[src/rtl/irpw_pkg.sv]
`default_nettype none
package irpw_pkg;
    // ==========================================================
    // register byte offsets
    localparam logic [7:0] IRPW_OFS_WCTL = 8'h00;
    localparam logic [7:0] IRPW_OFS_MODE = 8'h04;
    localparam logic [7:0] IRPW_OFS_NCTL = 8'h08;
    localparam logic [7:0] IRPW_OFS_WRH = 8'h0C;
    localparam logic [7:0] IRPW_OFS_WRL = 8'h10;
    localparam logic [7:0] IRPW_OFS_NRH = 8'h14;
    localparam logic [7:0] IRPW_OFS_NRL = 8'h18;
    localparam logic [7:0] IRPW_OFS_CAPH = 8'h1C;
    localparam logic [7:0] IRPW_OFS_CAPL = 8'h20;
    localparam logic [7:0] IRPW_OFS_WCNT = 8'h24;
    // ==========================================================
    // field positions, counter control registers
    localparam int IRPW_B_EN = 7;
    localparam int IRPW_B_SGL = 6;
    localparam int IRPW_B_TO = 5;
    localparam int IRPW_B_CLK = 3;
    localparam int IRPW_B_CMSK = 2;
    localparam int IRPW_B_TMSK = 1;
    localparam int IRPW_B_PSEL = 0;
    // field positions, shared mode control register
    localparam int IRPW_B_MODE = 7;
    localparam int IRPW_B_INSEL = 6;
    localparam int IRPW_B_EDGE = 4;
    localparam int IRPW_B_SUB = 2;
    localparam int IRPW_B_NINIT = 1;
    localparam int IRPW_B_WINIT = 0;
    // ==========================================================
    // codes and values
    localparam logic [1:0] IRPW_SUB_NORM = 2'h0;
    localparam logic [1:0] IRPW_SUB_PP = 2'h1;
    localparam logic [1:0] IRPW_SUB_LO = 2'h2;
    localparam logic [1:0] IRPW_SUB_HI = 2'h3;
    localparam logic [15:0] IRPW_WIDE_ONES = 16'hFFFF;
    localparam logic [15:0] IRPW_WIDE_ONE = 16'h0001;
    localparam logic [7:0] IRPW_NARROW_ONE = 8'h01;
    localparam logic [7:0] IRPW_BYTE_RST = 8'h00;
    // ==========================================================
    // complete block state
    typedef struct packed {
        logic wen;
        logic wsgl;
        logic wto;
        logic [1:0] wclk;
        logic wcmsk;
        logic wtmsk;
        logic wpsel;
        logic demod;
        logic insel;
        logic [1:0] edge_sel;
        logic [1:0] sub;
        logic ninit;
        logic winit;
        logic nen;
        logic nsgl;
        logic nto;
        logic ntmsk;
        logic [7:0] wrh;
        logic [7:0] wrl;
        logic [7:0] nrh;
        logic [7:0] nrl;
        logic [15:0] cap;
        logic [15:0] wcnt;
        logic [7:0] ncnt;
        logic wout;
        logic nout;
        logic [2:0] presc;
        logic wrun;
        logic rearm;
        logic in_prev;
        logic wto_irq;
        logic wcap_irq;
        logic nto_irq;
        logic [31:0] prdata;
    } irpw_state_t;
    localparam irpw_state_t IRPW_STATE_RST = '0;
endpackage
`default_nettype wire

[src/rtl/irpw_counter.sv]
// Added by the designer: the register addresses and the APB slave port.
`timescale 1ns/10ps
`default_nettype none
// Notes on behaviour
// - transmit enable loads high*256+low reload and drives initial output
// - transmit terminal count toggles output, sets time-out, may interrupt
// - single pass stops at terminal count, auto-reload reloads and runs
// - reload writes only take effect at the next counter load
// - transmit zero wraps to all ones without a time-out
// - first selected edge after enable captures, reloads, starts counting
// - later edge captures complemented count, sets flag, reloads ones
// - edge ignore keeps counting; narrow time-out captures without reload
// - writing ignore zero then one rearms one capture on next edge
// - demodulation zero continues from all ones, sets time-out
// - alternation starts from either enable; narrow loads by level
// - terminal counts hand over between narrow and wide forever
// - submode zero-zero ends alternation
// - hardware toggles enables and sets each time-out in alternation
// - each counter interrupts on terminal count under its own mask
// - counters run regardless of processor halt
// - wide counter prescaler divides by one, two, four or eight
// - wide time-out flag sets at terminal; write one clears
// - rising and falling edge flags set on selected edges; write one clears
// - submode ten forces wide output low, eleven forces it high
module irpw_counter
    import irpw_pkg::*;
(
    input wire logic clk_sys,
    input wire logic rst,
    input wire logic clk_en,
    input wire logic psel,
    input wire logic penable,
    input wire logic pwrite,
    input wire logic [7:0] paddr,
    input wire logic [31:0] pwdata,
    output logic [31:0] prdata,
    output logic pready,
    output logic pslverr,
    input wire logic demod_in_a,
    input wire logic demod_in_b,
    output logic wide_counter_output,
    output logic narrow_counter_output,
    output logic wide_out_pin_en,
    output logic wide_timeout_irq,
    output logic wide_capture_irq,
    output logic narrow_timeout_irq
);
    // ==========================================================
    // helpers
    function automatic logic [2:0] irpw_pmask(input logic [1:0] code);
        logic [2:0] m;
        m = 3'h0;
        unique case (code)
            2'h0: m = 3'h0;
            2'h1: m = 3'h1;
            2'h2: m = 3'h3;
            2'h3: m = 3'h7;
        endcase
        return m;
    endfunction

    function automatic logic irpw_mapped(input logic [7:0] a);
        return (a == IRPW_OFS_WCTL) || (a == IRPW_OFS_MODE) ||
            (a == IRPW_OFS_NCTL) || (a == IRPW_OFS_WRH) ||
            (a == IRPW_OFS_WRL) || (a == IRPW_OFS_NRH) ||
            (a == IRPW_OFS_NRL) || (a == IRPW_OFS_CAPH) ||
            (a == IRPW_OFS_CAPL) || (a == IRPW_OFS_WCNT);
    endfunction

    irpw_state_t r;
    irpw_state_t n;
    logic acc;
    logic wr;
    logic tick_w;
    logic din;
    logic rise;
    logic fall;
    logic sel_edge;
    logic pp;
    logic w_start;
    logic n_start;
    logic w_term;
    logic n_term;
    logic edge_cap;
    logic [15:0] wide_reload;
    logic [7:0] wd;

    assign acc = psel & penable;
    assign wr = acc & pwrite;
    assign pready = acc;
    assign pslverr = acc & ~irpw_mapped(paddr);
    assign prdata = r.prdata;
    assign wide_counter_output = r.wout;
    assign narrow_counter_output = r.nout;
    assign wide_out_pin_en = r.wpsel;
    assign wide_timeout_irq = r.wto_irq;
    assign wide_capture_irq = r.wcap_irq;
    assign narrow_timeout_irq = r.nto_irq;
    assign wd = pwdata[7:0];
    // reload bytes are only sampled here, at a load
    assign wide_reload = {r.wrh, r.wrl};

    // ==========================================================
    // next state
    always_comb begin
        n = r;
        n.wto_irq = 1'b0;
        n.wcap_irq = 1'b0;
        n.nto_irq = 1'b0;
        w_start = 1'b0;
        n_start = 1'b0;
        w_term = 1'b0;
        n_term = 1'b0;
        edge_cap = 1'b0;
        pp = ~r.demod && (r.sub == IRPW_SUB_PP);
        // prescaler free-runs; no halt input stops it
        n.presc = r.presc + 3'h1;
        tick_w = (r.presc & irpw_pmask(r.wclk)) ==
            irpw_pmask(r.wclk);
        din = r.insel ? demod_in_b : demod_in_a;
        rise = din & ~r.in_prev;
        fall = ~din & r.in_prev;
        sel_edge = (rise & r.edge_sel[0]) | (fall & r.edge_sel[1]);
        n.in_prev = din;

        // software writes first; hardware sets below win over clears
        if (wr) begin
            unique case (paddr)
                IRPW_OFS_WCTL: begin
                    n.wen = wd[IRPW_B_EN];
                    w_start = wd[IRPW_B_EN] & ~r.wen;
                    if (wd[IRPW_B_EN] == 1'b0) begin
                        n.wrun = 1'b0; // count held
                    end
                    if (r.demod & ~r.wsgl & wd[IRPW_B_SGL]) begin
                        n.rearm = 1'b1;
                    end
                    n.wsgl = wd[IRPW_B_SGL];
                    if (wd[IRPW_B_TO]) begin
                        n.wto = 1'b0;
                    end
                    n.wclk = wd[IRPW_B_CLK +: 2];
                    n.wcmsk = wd[IRPW_B_CMSK];
                    n.wtmsk = wd[IRPW_B_TMSK];
                    n.wpsel = wd[IRPW_B_PSEL];
                end
                IRPW_OFS_MODE: begin
                    n.demod = wd[IRPW_B_MODE];
                    n.insel = wd[IRPW_B_INSEL];
                    n.edge_sel = wd[IRPW_B_EDGE +: 2];
                    n.sub = wd[IRPW_B_SUB +: 2];
                    if (r.demod) begin
                        // low bits are edge flags here
                        n.ninit = r.ninit & ~wd[IRPW_B_NINIT];
                        n.winit = r.winit & ~wd[IRPW_B_WINIT];
                    end else begin
                        n.ninit = wd[IRPW_B_NINIT];
                        n.winit = wd[IRPW_B_WINIT];
                    end
                end
                IRPW_OFS_NCTL: begin
                    n.nen = wd[IRPW_B_EN];
                    n_start = wd[IRPW_B_EN] & ~r.nen;
                    n.nsgl = wd[IRPW_B_SGL];
                    if (wd[IRPW_B_TO]) begin
                        n.nto = 1'b0;
                    end
                    n.ntmsk = wd[IRPW_B_TMSK];
                end
                IRPW_OFS_WRH: n.wrh = wd;
                IRPW_OFS_WRL: n.wrl = wd;
                IRPW_OFS_NRH: n.nrh = wd;
                IRPW_OFS_NRL: n.nrl = wd;
                default: begin
                end
            endcase
        end

        // ======================================================
        // narrow counter: one tick per enabled clock
        if (r.nen && !n_start) begin
            if (r.ncnt == IRPW_NARROW_ONE) begin
                n_term = 1'b1;
                n.nout = ~r.nout;
                n.nto = 1'b1;
                n.nto_irq = r.ntmsk;
                if (r.nsgl || pp) begin
                    n.nen = 1'b0;
                    n.ncnt = 8'h00;
                end else begin
                    n.ncnt = r.nout ? r.nrl : r.nrh;
                end
                if (pp) begin
                    w_start = 1'b1;
                    n.wen = 1'b1;
                end
            end else begin
                n.ncnt = r.ncnt - 8'h01;
            end
        end

        // ======================================================
        // wide counter, transmit
        if (!r.demod && r.wen && !w_start && tick_w) begin
            if (r.wcnt == IRPW_WIDE_ONE) begin
                w_term = 1'b1;
                if (!r.sub[1]) begin
                    n.wout = ~r.wout;
                end
                n.wto = 1'b1;
                n.wto_irq = r.wtmsk;
                if (r.wsgl || pp) begin
                    n.wen = 1'b0;
                    n.wcnt = 16'h0000;
                end else begin
                    n.wcnt = wide_reload;
                end
                if (pp) begin
                    n_start = 1'b1;
                    n.nen = 1'b1;
                end
            end else begin
                // zero wraps to all ones, not a time-out
                n.wcnt = r.wcnt - IRPW_WIDE_ONE;
            end
        end

        // ======================================================
        // wide counter, demodulation
        if (r.demod && rise && r.edge_sel[0]) begin
            n.ninit = 1'b1;
        end
        if (r.demod && fall && r.edge_sel[1]) begin
            n.winit = 1'b1;
        end
        if (r.demod && r.wen && !w_start) begin
            if (sel_edge && (!r.wrun || !r.wsgl || r.rearm)) begin
                n.cap = ~r.wcnt;
                n.rearm = 1'b0;
                n.wrun = 1'b1;
                if (r.wrun) begin
                    edge_cap = 1'b1;
                    n.wcnt = IRPW_WIDE_ONES;
                    n.wcap_irq = r.wcmsk;
                end else begin
                    n.wcnt = wide_reload;
                end
            end else if (r.wrun) begin
                if (n_term && r.wsgl) begin
                    n.cap = ~r.wcnt; // no reload here
                    n.wcap_irq = r.wcmsk;
                end
                if (tick_w) begin
                    if (r.wcnt == 16'h0000) begin
                        n.wcnt = IRPW_WIDE_ONES;
                        n.wto = 1'b1;
                        n.wto_irq = r.wtmsk;
                    end else begin
                        n.wcnt = r.wcnt - IRPW_WIDE_ONE;
                    end
                end
            end
        end

        // ======================================================
        // starts override counting: load and initial level
        if (w_start && !r.demod) begin
            n.wcnt = wide_reload;
            n.wout = r.winit;
        end
        if (w_start && r.demod) begin
            n.wrun = 1'b0; // waits for the first edge
        end
        if (n_start) begin
            n.nout = r.ninit;
            n.ncnt = r.ninit ? r.nrh : r.nrl;
        end
        if (!r.demod && r.sub[1]) begin
            n.wout = r.sub[0];
        end

        // read data is staged in the setup cycle
        if (psel && !penable && !pwrite) begin
            unique case (paddr)
                IRPW_OFS_WCTL: n.prdata = {24'h000000, r.wen, r.wsgl,
                    r.wto, r.wclk, r.wcmsk, r.wtmsk, r.wpsel};
                IRPW_OFS_MODE: n.prdata = {24'h000000, r.demod, r.insel,
                    r.edge_sel, r.sub, r.ninit, r.winit};
                IRPW_OFS_NCTL: n.prdata = {24'h000000, r.nen, r.nsgl,
                    r.nto, 3'h0, r.ntmsk, 1'b0};
                IRPW_OFS_WRH: n.prdata = {24'h000000, r.wrh};
                IRPW_OFS_WRL: n.prdata = {24'h000000, r.wrl};
                IRPW_OFS_NRH: n.prdata = {24'h000000, r.nrh};
                IRPW_OFS_NRL: n.prdata = {24'h000000, r.nrl};
                IRPW_OFS_CAPH: n.prdata = {24'h000000, r.cap[15:8]};
                IRPW_OFS_CAPL: n.prdata = {24'h000000, r.cap[7:0]};
                IRPW_OFS_WCNT: n.prdata = {16'h0000, r.wcnt};
                default: n.prdata = 32'h00000000;
            endcase
        end
    end

    always_ff @(posedge clk_sys) begin
        if (rst) begin
            r <= IRPW_STATE_RST;
        end else if (clk_en) begin
            r <= n;
        end
    end
endmodule
`default_nettype wire

[config.mk]
export PLATFORM = sky130hd
export DESIGN_NAME = irpw_counter
export DESIGN_NICKNAME = d
export VERILOG_FILES = /design/src/rtl/irpw_pkg.sv /design/src/rtl/irpw_counter.sv
export SDC_FILE = /design/constraint.sdc
export NUM_CORES = 1
export LEC_CHECK = 0
export BUFFER_PORTS_ARGS = -buffer_cell sky130_fd_sc_hd__buf_2
export CAP_MARGIN = 20
export CORE_MARGIN = 2
export CORE_UTILIZATION = 35
export DETAILED_ROUTE_END_ITERATION = 8
export PLACE_DENSITY = 0.59
export SLEW_MARGIN = 30
export SYNTH_ARGS = -nofsm -noshare
export SYNTH_HDL_FRONTEND = slang
export SYNTH_SLANG_ARGS = --single-unit
export TNS_END_PERCENT = 10
[constraint.sdc]
create_clock -name clk_sys -period 2.8 [get_ports clk_sys]
set_input_delay 0.42 -clock clk_sys [delete_from_list [all_inputs] [get_ports clk_sys]]
set_output_delay 0.42 -clock clk_sys [all_outputs]
set_load 0.005 [all_outputs]
==> impl_summary.md <==
Run status
The flow ran to the end, and the final reports show no timing, DRC or antenna violations.

Placement
The post-placement setup slack is 0.2485 ns. The count of input and output buffers is 47. At the end of routability-driven placement, the weighted congestion stood at 0.9854.

Detailed placement finished with a half-perimeter wire length of 19610 um. The cell area after placement is 0.008248 sq mm.

Critical path
The largest driver fanout on the critical path is 10. The critical path is of the flip-flop to flip-flop type. Data on the critical path is required at its endpoint by 3.09 ns.

The slack of the worst reg-to-reg path is 0.23 ns. The worst setup path is launched from a flip-flop. STA classifies the critical path endpoint as a flip-flop. The data arrival time of the worst path is 2.86 ns.

Layout
Once layout is done, the placed cells without fillers occupy 0.008853 sq mm. The ratio of cells with drive above 1 in the final layout is 18.41%. The repair_antennas step left the layout with diodes totalling 0.

In the final design database the tool counted 1062 nets. From synthesis to final layout, the design area changed by 17.56%.

Timing
For the pin with the worst max-slew slack, the measured transition is 0.7238 ns. Headroom to the max-slew limit came out at 51.75%. The count of pins over their slew limit is 0. The accumulated negative setup slack is 0 ns. For the final database, setup skew stands at 0.009853 ns. The final-report hold violation count came to 0. The share of the clock period used by the worst path is 91.71%.

Across all hold checks on the routed design, the worst slack comes to 0.3311 ns. The fmax is 0.3894 GHz. The worst path needs 2.568 ns of the cycle, external delays included. After layout, the worst setup slack is 0.2322 ns. Setup repair after global routing left no endpoint under its margin. Setup violations remaining at the end of the flow were counted as 0.

Synth
The fraction of post-synthesis cell area in the top cell type by area is 31.63%. The most used flip-flop cell after synthesis is sky130_fd_sc_hd__dfxtp_1. A synthesized cell averages 7.902 sq um. The number of synthesized register bits is 119. Ranked by total cell area, the synthesized netlist is headed by sky130_fd_sc_hd__dfxtp_1 (32%), sky130_fd_sc_hd__mux2i_1 (8.8%), sky130_fd_sc_hd__nor2_1 (6.7%), sky130_fd_sc_hd__a21oi_1 (4.9%), sky130_fd_sc_hd__o21ai_0 (3.7%). The number of enable flip-flop cells after synthesis is 0.

The most used standard cell by instance count after synthesis is sky130_fd_sc_hd__nor2_1. The netlist uses 82 different library cells. The warning count from the yosys run is 0. The sequential cell area fraction in the yosys report is 31.63%. The total standard cell area after synthesis is 0.007531 sq mm. In the synthesized netlist, the cells that appear most often are sky130_fd_sc_hd__nor2_1 (135), sky130_fd_sc_hd__dfxtp_1 (119), sky130_fd_sc_hd__a21oi_1 (74). After technology mapping, the gate count stands at 953. Summed over all instances, the cell type with the most area after synthesis is sky130_fd_sc_hd__dfxtp_1. For this run, asynchronously set or reset flops after synthesis account for 0%.

Route
The overall routed net length is 26980 um. The number of detailed-routing iterations run before antenna repair is 5. The post-detailed-route wirelength per cell is 20.82 um. Once detail routing completed, the nets flagged for antenna violations numbered 0. The iteration-0 DRC count of the detailed router is 952. The via total after detailed routing is 7691. For this run, design rule violations remaining after detail routing come to 0.

The via count normalized by instance count is 5.934.

GRT
The number of antenna violations at the first check in global routing is 0. The remaining global-route overflow is 0. The first global-routing pass estimated 41260 um of wire.

Entering global routing, the biggest net connects 62 pins. The combined global-route utilization of all metal layers is 24.15%. The via count of the first global-routing pass was 7016.

Power and ir drop
The static power due to leakage is 3.369 nW. The maximum vdd drop is 0.2740 mV. For this design the ratio of total power to cell area is 492.8 mW/mm^2.

Job
The tool flagged a number of max-cap violations equal to 0.

Floorplan
For this configuration, the core starts out at a cell density of 35.71%. The number of primary I/O pins is 88. The die covers 0.02271 sq mm. The core region is 0.02109 sq mm. The die boundary height is 150.7 um. The row count is 53. From left edge to right edge, the die measures 150.7 um.

Clocking
Clock tree synthesis found a total of 119 sinks. The clock slew seen by the registers of the worst setup and hold paths is 0.06 ns. The number of post-CTS setup repair buffers is 0. The maximum buffer depth of the clock tree is 2.

Clock tree synthesis inserted a total of 17 buffers. The number of levels in the clock H-tree is 4. The later pin in the worst-skew pair is clocked with a latency of 0.43 ns. For this design, the CTS-stage hold fixing added 0 buffers. The number of gates resized after CTS was 0.

The tree is rooted in a sky130_fd_sc_hd__clkbuf_16. The CTS tree is done.

Hold path
The path class of the lowest-slack min-delay path is primary input to flip-flop.
[cells in the final DEF (no fill, tap or decap), types with 5 or more instances in the layout]
master / instances
sky130_fd_sc_hd__nand2b_1: 5
sky130_fd_sc_hd__a22o_1: 16
sky130_fd_sc_hd__buf_2: 46
sky130_fd_sc_hd__o211ai_1: 6
sky130_fd_sc_hd__nor4_1: 9
sky130_fd_sc_hd__buf_12: 5
sky130_fd_sc_hd__nand4_1: 5
sky130_fd_sc_hd__buf_4: 74
sky130_fd_sc_hd__xnor2_1: 15
sky130_fd_sc_hd__o21ai_0: 55
sky130_fd_sc_hd__nand3_1: 35
sky130_fd_sc_hd__a31oi_1: 9
sky130_fd_sc_hd__clkinvlp_4: 5
sky130_fd_sc_hd__o21a_1: 6
sky130_fd_sc_hd__mux2i_1: 66
sky130_fd_sc_hd__and3_1: 24
sky130_fd_sc_hd__nand2_1: 60
sky130_fd_sc_hd__a22oi_1: 20
sky130_fd_sc_hd__ha_1: 6
sky130_fd_sc_hd__o22ai_1: 14
sky130_fd_sc_hd__conb_1: 16
sky130_fd_sc_hd__a211oi_1: 25
sky130_fd_sc_hd__dfxtp_1: 119
sky130_fd_sc_hd__nor2_1: 134
sky130_fd_sc_hd__a221oi_1: 6
sky130_fd_sc_hd__inv_1: 14
sky130_fd_sc_hd__nor3_1: 17
sky130_fd_sc_hd__clkbuf_16: 17
sky130_fd_sc_hd__a21oi_1: 74
[layer usage]
metal  up-vias  routed length [um]  part of all wire, %  track usage [%]
met3        75                2801                   10            6.818
li1       3575                   -                    -                -
met2       402               11600                   43            35.68
met4         0                 970                  3.6            9.533
met5         -                   0                    0                0
met1      3639               11610                   43            33.15
[worst max-delay path, cell delays in order (launching register included)]
cell	delay, ns
sky130_fd_sc_hd__dfxtp_1	0.38
sky130_fd_sc_hd__inv_1	0.08
sky130_fd_sc_hd__ha_1	0.21
sky130_fd_sc_hd__nor3b_1	0.17
sky130_fd_sc_hd__nand3_1	0.25
sky130_fd_sc_hd__nand3_2	0.32
sky130_fd_sc_hd__buf_4	0.29
sky130_fd_sc_hd__o21ai_0	0.16
sky130_fd_sc_hd__a32oi_1	0.11
sky130_fd_sc_hd__a2111oi_0	0.39
sky130_fd_sc_hd__nor4_1	0.08
[path summary, 6_finish.rpt]
path,from,to,cells after the start
setup reg to reg,r[44]$_SDFFE_PP0P_,r[56]$_SDFFE_PP0P_,10
hold reg to reg,prdata[13]$_SDFFE_PP0P_,prdata[13]$_SDFFE_PP0P_,2
setup / recovery,r[44]$_SDFFE_PP0P_,r[56]$_SDFFE_PP0P_,10
hold / removal,pwdata[5],r[96]$_SDFFE_PP0P_,3
[state kept, by name, indices dropped and copies added, names as in the netlist]
name	count
r	97
prdata	16
narrow_counter_output	1
narrow_timeout_irq	1
wide_capture_irq	1
wide_counter_output	1
wide_out_pin_en	1
wide_timeout_irq	1
[final cells by class]
type                    instances  area [sq um]
clock buffers                  19         452.9
clock inverters                13         146.4
fillers                      2173         12230
inverters                      14         52.55
multi-input cells             731          4589
flip-flops and latches        119          2382
well taps                     275         344.1
repair buffers                125         885.9
[power breakdown]
part	internal, mW	switching (mW)	total, mW	leakage (nW)
logic	0.145	0.258	0.403	2.13
clock network	1.36	0.877	2.24	0.278
registers	1.71	0.0138	1.72	0.960
total	3.21	1.15	4.36	3.37
[cell families (layout without fill, tap and decap cells)]
logic type / count (synthesis) / count (layout) / share of synthesized area, %
xor+xnor: 19 / 19 / 2.210
flops: 119 / 119 / 31.63
compound gates: 284 / 284 / 25.12
mux: 66 / 66 / 8.772
other cells: 1 / 16 / 0.04979
buf+inv: 118 / 171 / 8.290
simple gates: 340 / 340 / 22.93
fa+ha+maj: 6 / 6 / 0.9968
[stage by stage]
step / total power, mW / instances / utilization, %
after floorplan: 2.032 / 968 / -
after global placement: 2.147 / 1264 / 39.11
after detailed placement: 2.149 / 1264 / 39.11
after CTS: 4.376 / 1296 / 41.95
after global routing: 4.490 / 1296 / 41.98
final: 4.363 / 1296 / 41.98
Power figures use the tool's default switching activity.
